`config.mk`:
```
export PLATFORM = sky130hd
export DESIGN_NAME = tca_tx_cal_alarm
export DESIGN_NICKNAME = d
export VERILOG_FILES = /design/src/tca_pkg.sv /design/src/tca_tx_cal_alarm.sv /design/src/tca_pin_sync.sv
export SDC_FILE = /design/constraint.sdc
export NUM_CORES = 1
export LEC_CHECK = 0
export BUFFER_PORTS_ARGS = -buffer_cell sky130_fd_sc_hd__buf_2
export CELL_PAD_IN_SITES_DETAIL_PLACEMENT = 2
export CELL_PAD_IN_SITES_GLOBAL_PLACEMENT = 2
export CORE_UTILIZATION = 28
export DETAILED_ROUTE_END_ITERATION = 6
export HOLD_SLACK_MARGIN = 0.12
export PLACE_DENSITY = 0.89
export SETUP_SLACK_MARGIN = 0.5
export SYNTH_ARGS = -nofsm -noshare
export SYNTH_HDL_FRONTEND = slang
export SYNTH_SLANG_ARGS = --single-unit
export TNS_END_PERCENT = 10
```
`constraint.sdc`:
```
create_clock -name core_clk -period 2.2 [get_ports core_clk]
set_input_delay 0.11 -clock core_clk [delete_from_list [all_inputs] [get_ports core_clk]]
set_output_delay 0.11 -clock core_clk [all_outputs]
set_load 0.02 [all_outputs]
```
`src/tca_pkg.sv`:
```
// Purpose: Constants for the transmit calibration control and alarm status block.
// Assumes: Registers are reached through the device's own byte-wide register port.
// Notes:   Offsets are the register numbers of the management map.
//
// Behaviour
// - The two-bit VCO sweep selector is held in bits 2:1 of the calibration config register.
// - Selector 00 centres the VCO on a present reference and otherwise sweeps the whole range.
// - Selector 01 always sweeps the whole VCO range, reference or not.
// - Selector 10 centres the VCO pull range on the reference frequency.
// - Selector 11 is invalid and keeps the transmit lock-loss indication asserted.
// - Writing one to bit 0 resets the transmit registers; the bit clears itself when done.
// - Bit 6 of the alarm register reports a coarse reference clock frequency loss.
// - Bit 5 of the alarm register reports loss of signal on the transmit serial input.
// - Bit 4 of the alarm register reports that the transmit PLL lost lock to its input.
// - Bit 3 of the alarm register is set on a transmit FIFO overflow or underflow.
// - With FIFO self clearing enabled the FIFO error bit clears itself after the event.
// - Bit 2 of the alarm register is set once the pattern error count reaches its limit.
// - Bit 1 reads zero with the pattern checker off and otherwise shows pattern sync loss.
// - Bit 0 of the alarm register is set when the quality monitor value meets its threshold.

package tca_pkg;

  localparam logic [7:0] CAL_CONFIG_ADDR    = 8'h88;
  localparam logic [7:0] ALARM_ADDR         = 8'h89;

  localparam int         SOFT_RESET_BIT     = 0;
  localparam int         SWEEP_LSB          = 1;
  localparam int         SWEEP_MSB          = 2;

  localparam int         REF_LOSS_BIT       = 6;
  localparam int         SIGNAL_LOSS_BIT    = 5;
  localparam int         LOCK_LOSS_BIT      = 4;
  localparam int         FIFO_ERROR_BIT     = 3;
  localparam int         PATTERN_LIMIT_BIT  = 2;
  localparam int         PATTERN_SYNC_BIT   = 1;
  localparam int         QUALITY_BIT        = 0;

  localparam logic [1:0] SWEEP_AUTO         = 2'h0;
  localparam logic [1:0] SWEEP_FULL         = 2'h1;
  localparam logic [1:0] SWEEP_REFERENCE    = 2'h2;
  localparam logic [1:0] SWEEP_INVALID      = 2'h3;
  localparam logic [1:0] SWEEP_RESET        = SWEEP_AUTO;

  localparam logic [7:0] ALARM_RESET        = 8'h00;

  localparam int         CLK_PERIOD_PS      = 10000;
  localparam int         SOFT_RESET_NS      = 160;
  localparam int         SOFT_RESET_CYCLES  = (SOFT_RESET_NS * 1000 + CLK_PERIOD_PS - 1)
                                              / CLK_PERIOD_PS;

endpackage : tca_pkg

```
`src/tca_tx_cal_alarm.sv`:
```
// Purpose: Transmit VCO sweep selection, transmit soft reset and transmit alarm status.
// Assumes: Register port signals, FIFO events and counter values come from core_clk logic.
// Notes:   Analogue detector levels arrive as pins and pass the three-stage synchroniser.

`timescale 1ns/1ps

module tca_tx_cal_alarm #(
  parameter int CNT_W = 8
) (
  input  wire logic             core_clk,
  input  wire logic             sys_rst,
  input  wire logic [7:0]       reg_addr,
  input  wire logic             reg_wr,
  input  wire logic [7:0]       reg_wdata,
  input  wire logic             reg_rd,
  output logic      [7:0]       reg_rdata,
  input  wire logic             ref_clock_loss_pin,
  input  wire logic             input_signal_loss_pin,
  input  wire logic             pll_unlock_pin,
  input  wire logic             ref_clock_present_pin,
  input  wire logic             pattern_sync_pin,
  input  wire logic             fifo_overflow,
  input  wire logic             fifo_underflow,
  input  wire logic             fifo_self_clear_enable,
  input  wire logic             pattern_checker_enable,
  input  wire logic [CNT_W-1:0] pattern_error_count,
  input  wire logic [CNT_W-1:0] pattern_error_threshold,
  input  wire logic [CNT_W-1:0] quality_value,
  input  wire logic [CNT_W-1:0] quality_threshold,
  output logic      [1:0]       vco_sweep_select,
  output logic                  vco_center_on_ref,
  output logic                  vco_full_sweep,
  output logic                  lock_loss,
  output logic                  tx_soft_reset,
  output logic      [7:0]       tx_alarm_flags
);

  // Refuse sizes that the comparators and the eight-bit reset counter cannot serve.
  if (CNT_W < 1 || CNT_W > 16) begin : g_bad_width
    $error("tca_tx_cal_alarm supports counter widths of 1 to 16 bits");
  end
  if (tca_pkg::SOFT_RESET_CYCLES < 2 || tca_pkg::SOFT_RESET_CYCLES > 255) begin : g_bad_reset
    $error("tca_tx_cal_alarm soft reset length out of range");
  end

  //////////////////////////////////////////////////////////////////////////////////////////////

  typedef enum logic {TCA_IDLE, TCA_RESETTING} tca_reset_state_t;

  localparam logic [7:0] RESET_LAST = 8'(tca_pkg::SOFT_RESET_CYCLES - 1);

  tca_reset_state_t reset_state;
  tca_reset_state_t next_reset_state;
  logic [7:0]       reset_count;
  logic [4:0]       pin_level;
  logic             ref_loss_s;
  logic             signal_loss_s;
  logic             pll_unlock_s;
  logic             ref_present_s;
  logic             sync_lost_s;

  tca_pin_sync #(
    .WIDTH (5)
  ) u_pin_sync (
    .core_clk  (core_clk),
    .sys_rst   (sys_rst),
    .pin_in    ({ref_clock_present_pin, pattern_sync_pin, pll_unlock_pin,
                 input_signal_loss_pin, ref_clock_loss_pin}),
    .level_out (pin_level)
  );

  assign ref_loss_s    = pin_level[0];
  assign signal_loss_s = pin_level[1];
  assign pll_unlock_s  = pin_level[2];
  assign sync_lost_s   = pin_level[3];
  assign ref_present_s = pin_level[4];

  //////////////////////////////////////////////////////////////////////////////////////////////
  // Register port decode.

  wire cfg_write   = reg_wr && (reg_addr == tca_pkg::CAL_CONFIG_ADDR);
  wire soft_busy   = (reset_state == TCA_RESETTING);
  wire reset_start = cfg_write && reg_wdata[tca_pkg::SOFT_RESET_BIT] && !soft_busy;
  wire sweep_load  = cfg_write && !reg_wdata[tca_pkg::SOFT_RESET_BIT] && !soft_busy;
  wire reset_done  = soft_busy && (reset_count == 8'h00);

  // Writes landing while the reset runs are dropped, since that reset would undo them anyway.
  wire [1:0] next_sweep = (reset_start || soft_busy) ? tca_pkg::SWEEP_RESET :
                          sweep_load ? reg_wdata[tca_pkg::SWEEP_MSB:tca_pkg::SWEEP_LSB] :
                          vco_sweep_select;

  wire [7:0] cfg_view = {5'h00, vco_sweep_select, tx_soft_reset};

  // Alarm writes are not decoded at all, so writes to that register are ignored.
  wire [7:0] next_rdata = !reg_rd ? reg_rdata :
                          (reg_addr == tca_pkg::CAL_CONFIG_ADDR) ? cfg_view :
                          (reg_addr == tca_pkg::ALARM_ADDR) ? tx_alarm_flags :
                          8'h00;

  //////////////////////////////////////////////////////////////////////////////////////////////
  // Soft reset sequencer.

  always_comb begin
    next_reset_state = reset_state;
    case (reset_state)
      TCA_IDLE: begin
        if (reset_start) begin
          next_reset_state = TCA_RESETTING;
        end
      end
      TCA_RESETTING: begin
        if (reset_done) begin
          next_reset_state = TCA_IDLE;
        end
      end
      default: next_reset_state = TCA_IDLE;
    endcase
  end

  wire [7:0] next_reset_count = reset_start ? RESET_LAST :
                                (soft_busy && !reset_done) ? reset_count - 8'h01 :
                                reset_count;

  always_ff @(posedge core_clk) begin
    if (sys_rst) begin
      reset_state   <= TCA_IDLE;
      reset_count   <= 8'h00;
      tx_soft_reset <= 1'b0;
    end else begin
      reset_state   <= next_reset_state;
      reset_count   <= next_reset_count;
      tx_soft_reset <= (next_reset_state == TCA_RESETTING);
    end
  end

  //////////////////////////////////////////////////////////////////////////////////////////////
  // VCO sweep control.

  wire sel_auto    = (vco_sweep_select == tca_pkg::SWEEP_AUTO);
  wire sel_invalid = (vco_sweep_select == tca_pkg::SWEEP_INVALID);
  wire next_center = (vco_sweep_select == tca_pkg::SWEEP_REFERENCE) ||
                     (sel_auto && ref_present_s);
  wire next_full   = (vco_sweep_select == tca_pkg::SWEEP_FULL) ||
                     (sel_auto && !ref_present_s);

  // The invalid setting drives neither sweep request, so the loop never claims lock.
  wire next_lock_loss = pll_unlock_s || sel_invalid;

  always_ff @(posedge core_clk) begin
    if (sys_rst) begin
      vco_sweep_select  <= tca_pkg::SWEEP_RESET;
      vco_center_on_ref <= 1'b0;
      vco_full_sweep    <= 1'b0;
      lock_loss         <= 1'b0;
    end else begin
      vco_sweep_select  <= next_sweep;
      vco_center_on_ref <= next_center;
      vco_full_sweep    <= next_full;
      lock_loss         <= next_lock_loss;
    end
  end

  //////////////////////////////////////////////////////////////////////////////////////////////
  // Alarm status.

  wire fifo_event = fifo_overflow || fifo_underflow;
  wire fifo_hold  = tx_alarm_flags[tca_pkg::FIFO_ERROR_BIT] && !fifo_self_clear_enable
                    && !soft_busy;
  // A new slip wins over both the self clear and the soft reset.
  wire next_fifo  = fifo_event || fifo_hold;

  wire [7:0] next_alarm = {1'b0,
                           ref_loss_s,
                           signal_loss_s,
                           next_lock_loss,
                           next_fifo,
                           pattern_error_count >= pattern_error_threshold,
                           pattern_checker_enable && sync_lost_s,
                           quality_value >= quality_threshold};

  always_ff @(posedge core_clk) begin
    if (sys_rst) begin
      tx_alarm_flags <= tca_pkg::ALARM_RESET;
      reg_rdata      <= 8'h00;
    end else begin
      tx_alarm_flags <= next_alarm;
      reg_rdata      <= next_rdata;
    end
  end
endmodule // tca_tx_cal_alarm

```
`src/tca_pin_sync.sv`:
```
// Purpose: Three-stage synchroniser for a group of asynchronous pin inputs.
// Assumes: Each pin is a slow level; pulses shorter than two clocks may be missed.
// Notes:   The output only follows once the second and third stages agree.

`timescale 1ns/1ps

module tca_pin_sync #(
  parameter int WIDTH = 5
) (
  input  wire logic             core_clk,
  input  wire logic             sys_rst,
  input  wire logic [WIDTH-1:0] pin_in,
  output logic      [WIDTH-1:0] level_out
);

  if (WIDTH < 1) begin : g_bad_width
    $error("tca_pin_sync needs at least one pin");
  end

  for (genvar i = 0; i < WIDTH; i++) begin : g_bit
    logic stage1;
    logic stage2;
    logic stage3;

    // Stage one feeds stage two only; the agreement test looks at two and three.
    always_ff @(posedge core_clk) begin
      if (sys_rst) begin
        stage1       <= 1'b0;
        stage2       <= 1'b0;
        stage3       <= 1'b0;
        level_out[i] <= 1'b0;
      end else begin
        stage1 <= pin_in[i];
        stage2 <= stage1;
        stage3 <= stage2;
        if (stage2 == stage3) begin
          level_out[i] <= stage3;
        end
      end
    end
  end

endmodule // tca_pin_sync

```
After elaboration in Yosys (flattened, before gate mapping)
Index checks and enable logic that the tools add are counted.
{"block": "word_totals", "reg_bits": 50, "latchBits": 0, "ramBits": 0, "rom_bits": 0, "out_inout_bits": 22, "word_cells": 79, "memories": 0}
{"block": "op_classes", "addsub": 1, "multipliers": 0, "n_div": 0, "n_lt_le_gt_ge": 2, "n_eq_ne": 10, "n_shift": 0, "n_mux": 7, "bitwise_logic": 1, "n_reduce_logical": 28}
{"cell": "8-bit equality test, second input constant", "count": 2}
{"cell": "8-bit greater-or-equal comparator", "count": 2}
{"cell": "8-bit 2-to-1 mux", "count": 2}
{"cell": "1-bit logical AND", "count": 12}
{"cell": "8-bit logical NOT", "count": 1}
{"cell": "4-bit 2-to-1 mux", "count": 2}
{"cell": "8-bit by 1-bit subtractor with 8-bit output, second input constant", "count": 1}
{"cell": "1-bit logical OR", "count": 6}
{"cell": "1-bit equality test", "count": 5}
{"cell": "1-bit logical NOT", "count": 5}
{"cell": "2-bit equality test, second input constant", "count": 2}
{"cell": "2-bit OR reduction", "count": 2}
{"cell": "2-bit by 1-bit equality test with 1-bit output, second input constant", "count": 1}
{"cell": "2-bit logical NOT", "count": 1}
{"cell": "1-bit 2-to-1 mux", "count": 2}
{"cell": "1-bit case mux with 2 select lines", "count": 1}
{"cell": "2-bit nonzero test", "count": 1}
{"cell": "1-bit inverter", "count": 1}

Logic depth before layout (Yosys ltp)
{"block": "depth", "depth_word": 6, "ltp_mapped": 6, "ltp_nobuf": 6}

Cells and area by module
Synthesis repeated with hierarchy kept, for this count alone.
{"block": "unflattened", "hier_cells": 226, "area_unflattened_um2": 2195.9}
{"module": "tca_tx_cal_alarm", "n_inst": 1, "cells_per_inst": 174, "area_each_um2": 1544.0}
{"module": "tca_pin_sync", "n_inst": 1, "cells_per_inst": 52, "area_each_um2": 651.9}

Worst setup path after synthesis
Ideal clock, no wire load.
{"block": "synth_timing", "path_kind": "reg2reg", "startpoint": "register reset_count[0]", "endpoint": "register reset_count[1]", "arrival_time_ns": 1.642, "required_time_ns": 2.129, "slack_ns": 0.487, "path_stages_with_launch": 7, "path_cell_list": "dfxtp_1 -> inv_1 -> ha_1 -> or3b_2 -> o21ai_2 -> mux2_2 -> a21oi_1"}
{"block": "synth_between", "elab_chain_cells": 5, "elab_cells_between_ends": 8}
{"element": "start, declared", "line_no": "tca_tx_cal_alarm.sv:54", "rtl": "logic [7:0] reset_count;"}
{"element": "start signal, assigned", "line_no": "tca_tx_cal_alarm.sv:131", "rtl": "reset_count <= next_reset_count;"}
{"element": "branches (longest 5 deep; another with 8-bit by 1-bit subtractor with 8-bit output)"}
Parallel ways; which one is timed is not known. The select of a mux whose other input is x is not followed.
A chain may end at the register's enable or synchronous reset.

Worst setup path in the final report
Same ends and word-level chain as after synthesis.

==> metrics.yaml <==
synth:
  synth_top_area_cell: "dfxtp_1"
  synth_common_cells: "47 x dfxtp_1, 22 x inv_1, 18 x ha_1"
  synth.most_common_cell: "dfxtp_1"
  async_flop_share: 0
  ys_seq_area_frac: 0.445
  synth_area_per_cell_um2: 9.44
  synth_edf_count: 0
  ys_warn_count: 0
  synthTopCellsByArea: "dfxtp_1 44%, ha_1 11%, nor2b_1 5.0%, inv_1 3.9%, a21oi_1 2.8%"
  ys_types: 39
  syn_area_mm2: 0.00211
  yosys_register_bits: 47
  synth_flop_cell: "dfxtp_1"
  synth_top_area_share: 0.445
  syn_inst: 224
power:
  ir_drop_v: 0.000267
  power.leakage_nw: 1.32
  power.density_mw_per_mm2: 610
cells_and_area:
  area_growth_pct: 33.4
  antennaDiodeCount: 0
  num-nets-final: 388
  drive_gt1_frac: 0.323
  fin_util: 0.387
timing:
  rsz0062_at_grt: "true"
  post-route-period-util: 0.763
  setup_tns_ns: 0
  hold_viol: 0
  finalCriticalPeriod_ns: 1.68
  setup_viol: 0
  maxSlewHeadroom: 0.648
  slew_violations: 0
  timing.fmax_ghz: 0.596
  setup_slack_ns: 0.522
  fin_skew_ns: 0.00585
  worst_slew_pin_slew_ns: 0.526
die:
  die_h_um: 88.9
  start_util: 0.290
  core_area_mm2: 0.00729
  die-area_mm2: 0.00790
  die_x_um: 88.9
  num_io_pins: 83
  rows: 31
grt:
  grt_pass1_vias: 2092
  grt_first_pass_wirelength_mm: 9.56
  antenna_found_initial: 0
  grt_use_total: 0.159
  grt_overflow: 0
  grt_max_degree: 20
detailed_routing:
  dr.pass1.iters: 4
  wl_per_cell_um: 14.5
  drc: 0
  ant_nets: 0
  viasPerCell: 4.66
  wl_mm: 5.94
  drt_iter0_drc: 32
  detailroute.via_count: 1907
worst_setup_path:
  crit_path_max_fanout: 3
  worstPathRequired_ns: 2.44
  critPathCaptureType: "register"
  cp-start-kind: "register"
  critPathArrivalTime_ns: 1.92
  critical_path_class: "reg -> reg"
clock_tree:
  cts_sinks: 47
  cts_tree: "yes"
  cts_root_buf: "clkbuf_8"
  numCtsBuffers: 5
  clockBufferDepth: 2
  cts.clk_slew.worst_paths_ns: 0.10
  cts.htree.levels: 2
  clk-insertion-delay-late_ns: 0.31
status:
  outcome: "complete, no violations"
placement:
  place_congestion: 0.750
  place_ws_ns: 0.400
  hpwl_mm: 4.62
  io_buffers: 75
flow_run:
  drv_cap: 0
worst_hold_path:
  hold_path_class: "in -> reg"
## final cells by class
class | instances | area, um2
Fill cell | 857 | 4470
Tap cell | 99 | 124
Sequential cell | 47 | 943
Multi-Input combinational cell | 146 | 1070
Timing Repair Buffer | 87 | 488
Clock buffer | 5 | 68.8
Clock inverter | 3 | 47.5
Inverter | 22 | 82.6
## final timing paths
path                                   start                    endpoint  slack, ns  cells past startpoint
setup / recovery              reset_count[0]              reset_count[1]       0.52                      6
hold / removal                        reg_rd                reg_rdata[5]       0.15                      4
setup reg to reg              reset_count[0]              reset_count[1]       0.52                      6
hold reg to reg   u_pin_sync.g_bit[2].stage1  u_pin_sync.g_bit[2].stage2       0.45                      1
## state kept, by name, indices dropped and copies added, names as in the netlist
register,count
vco_center_on_ref,1
u_pin_sync.g_bit.stage3,5
reset_state,1
reg_rdata,7
u_pin_sync.g_bit.stage2,5
vco_full_sweep,1
reset_count,8
u_pin_sync.level_out,5
u_pin_sync.g_bit.stage1,5
vco_sweep_select,2
tx_alarm_flags,7
## metal layers
layer  routed length [um]  up-vias  part of all wire  track usage
li1                     -      939                 -            -
met1                 2350      911              0.40        0.167
met2                 3260       53              0.55        0.313
met3                  298        4             0.050       0.0416
met4                   32        0            0.0054       0.0396
met5                    0        -                 0            0
## logic make-up (layout without fill, tap and decap cells)
logic type                 after synthesis  in the layout  synth area share
and+or+nand+nor                         75             75             0.212
DFF                                     47             47             0.445
AOI/OAI and AO/OA                       43             43             0.134
buffers and inverters                   32            117            0.0639
adders and majority gates               18             18             0.107
muxes                                    6              6            0.0290
xor gates and xnor gates                 2              2           0.00829
other                                    1              2           0.00177
## critical path, cell delays in order (launching register included)
cell and delay (ns):
dfxtp_1 0.33, inv_2 0.09, ha_2 0.19, or3b_4 0.40, o21ai_4 0.18, mux2_4 0.32, a21oi_2 0.11
## through the flow
stage	hold slack [ns]	instance area [um2]	total power, mW	std cells
final	0.146	2820	1.72	409
after global routing	0.161	2820	1.80	409
after CTS	0.140	2800	1.75	408
after detailed placement	0.326	2580	1.07	391
after global placement	0.318	2580	1.06	391
after floorplan	0.231	2120	0.986	225
## power by group
| part | switching (mW) | total (mW) | internal [mW] |
|---|---|---|---|
| logic | 0.0871 | 0.182 | 0.0952 |
| clock network | 0.317 | 0.662 | 0.345 |
| registers | 0.00814 | 0.876 | 0.867 |
| total | 0.413 | 1.72 | 1.31 |
## what timing repair did
action                                  4_1_cts  5_1_grt
pin swaps                                     0        1
buffers inserted                              0        1
hold endpoints to repair                      9        0
hold buffers                                  9        0
gates resized for setup                       3        6
endpoints found under the setup margin        3        4
## layout by cell type (no fill, tap or decap), types with 3 or more instances in the layout
cell type      count
o31ai_1            3
a32oi_1            3
inv_1             20
mux2i_1            5
dlygate4sd3_1      9
nor2_1            11
buf_4              3
nand2_1           15
buf_2             75
a21oi_1           11
dfxtp_1           45
or3b_1             3
nor2b_1           17
nand3_1            4
a211oi_1           6
nor3b_1            4
clkbuf_8           5
nor3_1             6
ha_1              17
o21ai_0            8
(Power assumes the default switching activity.)
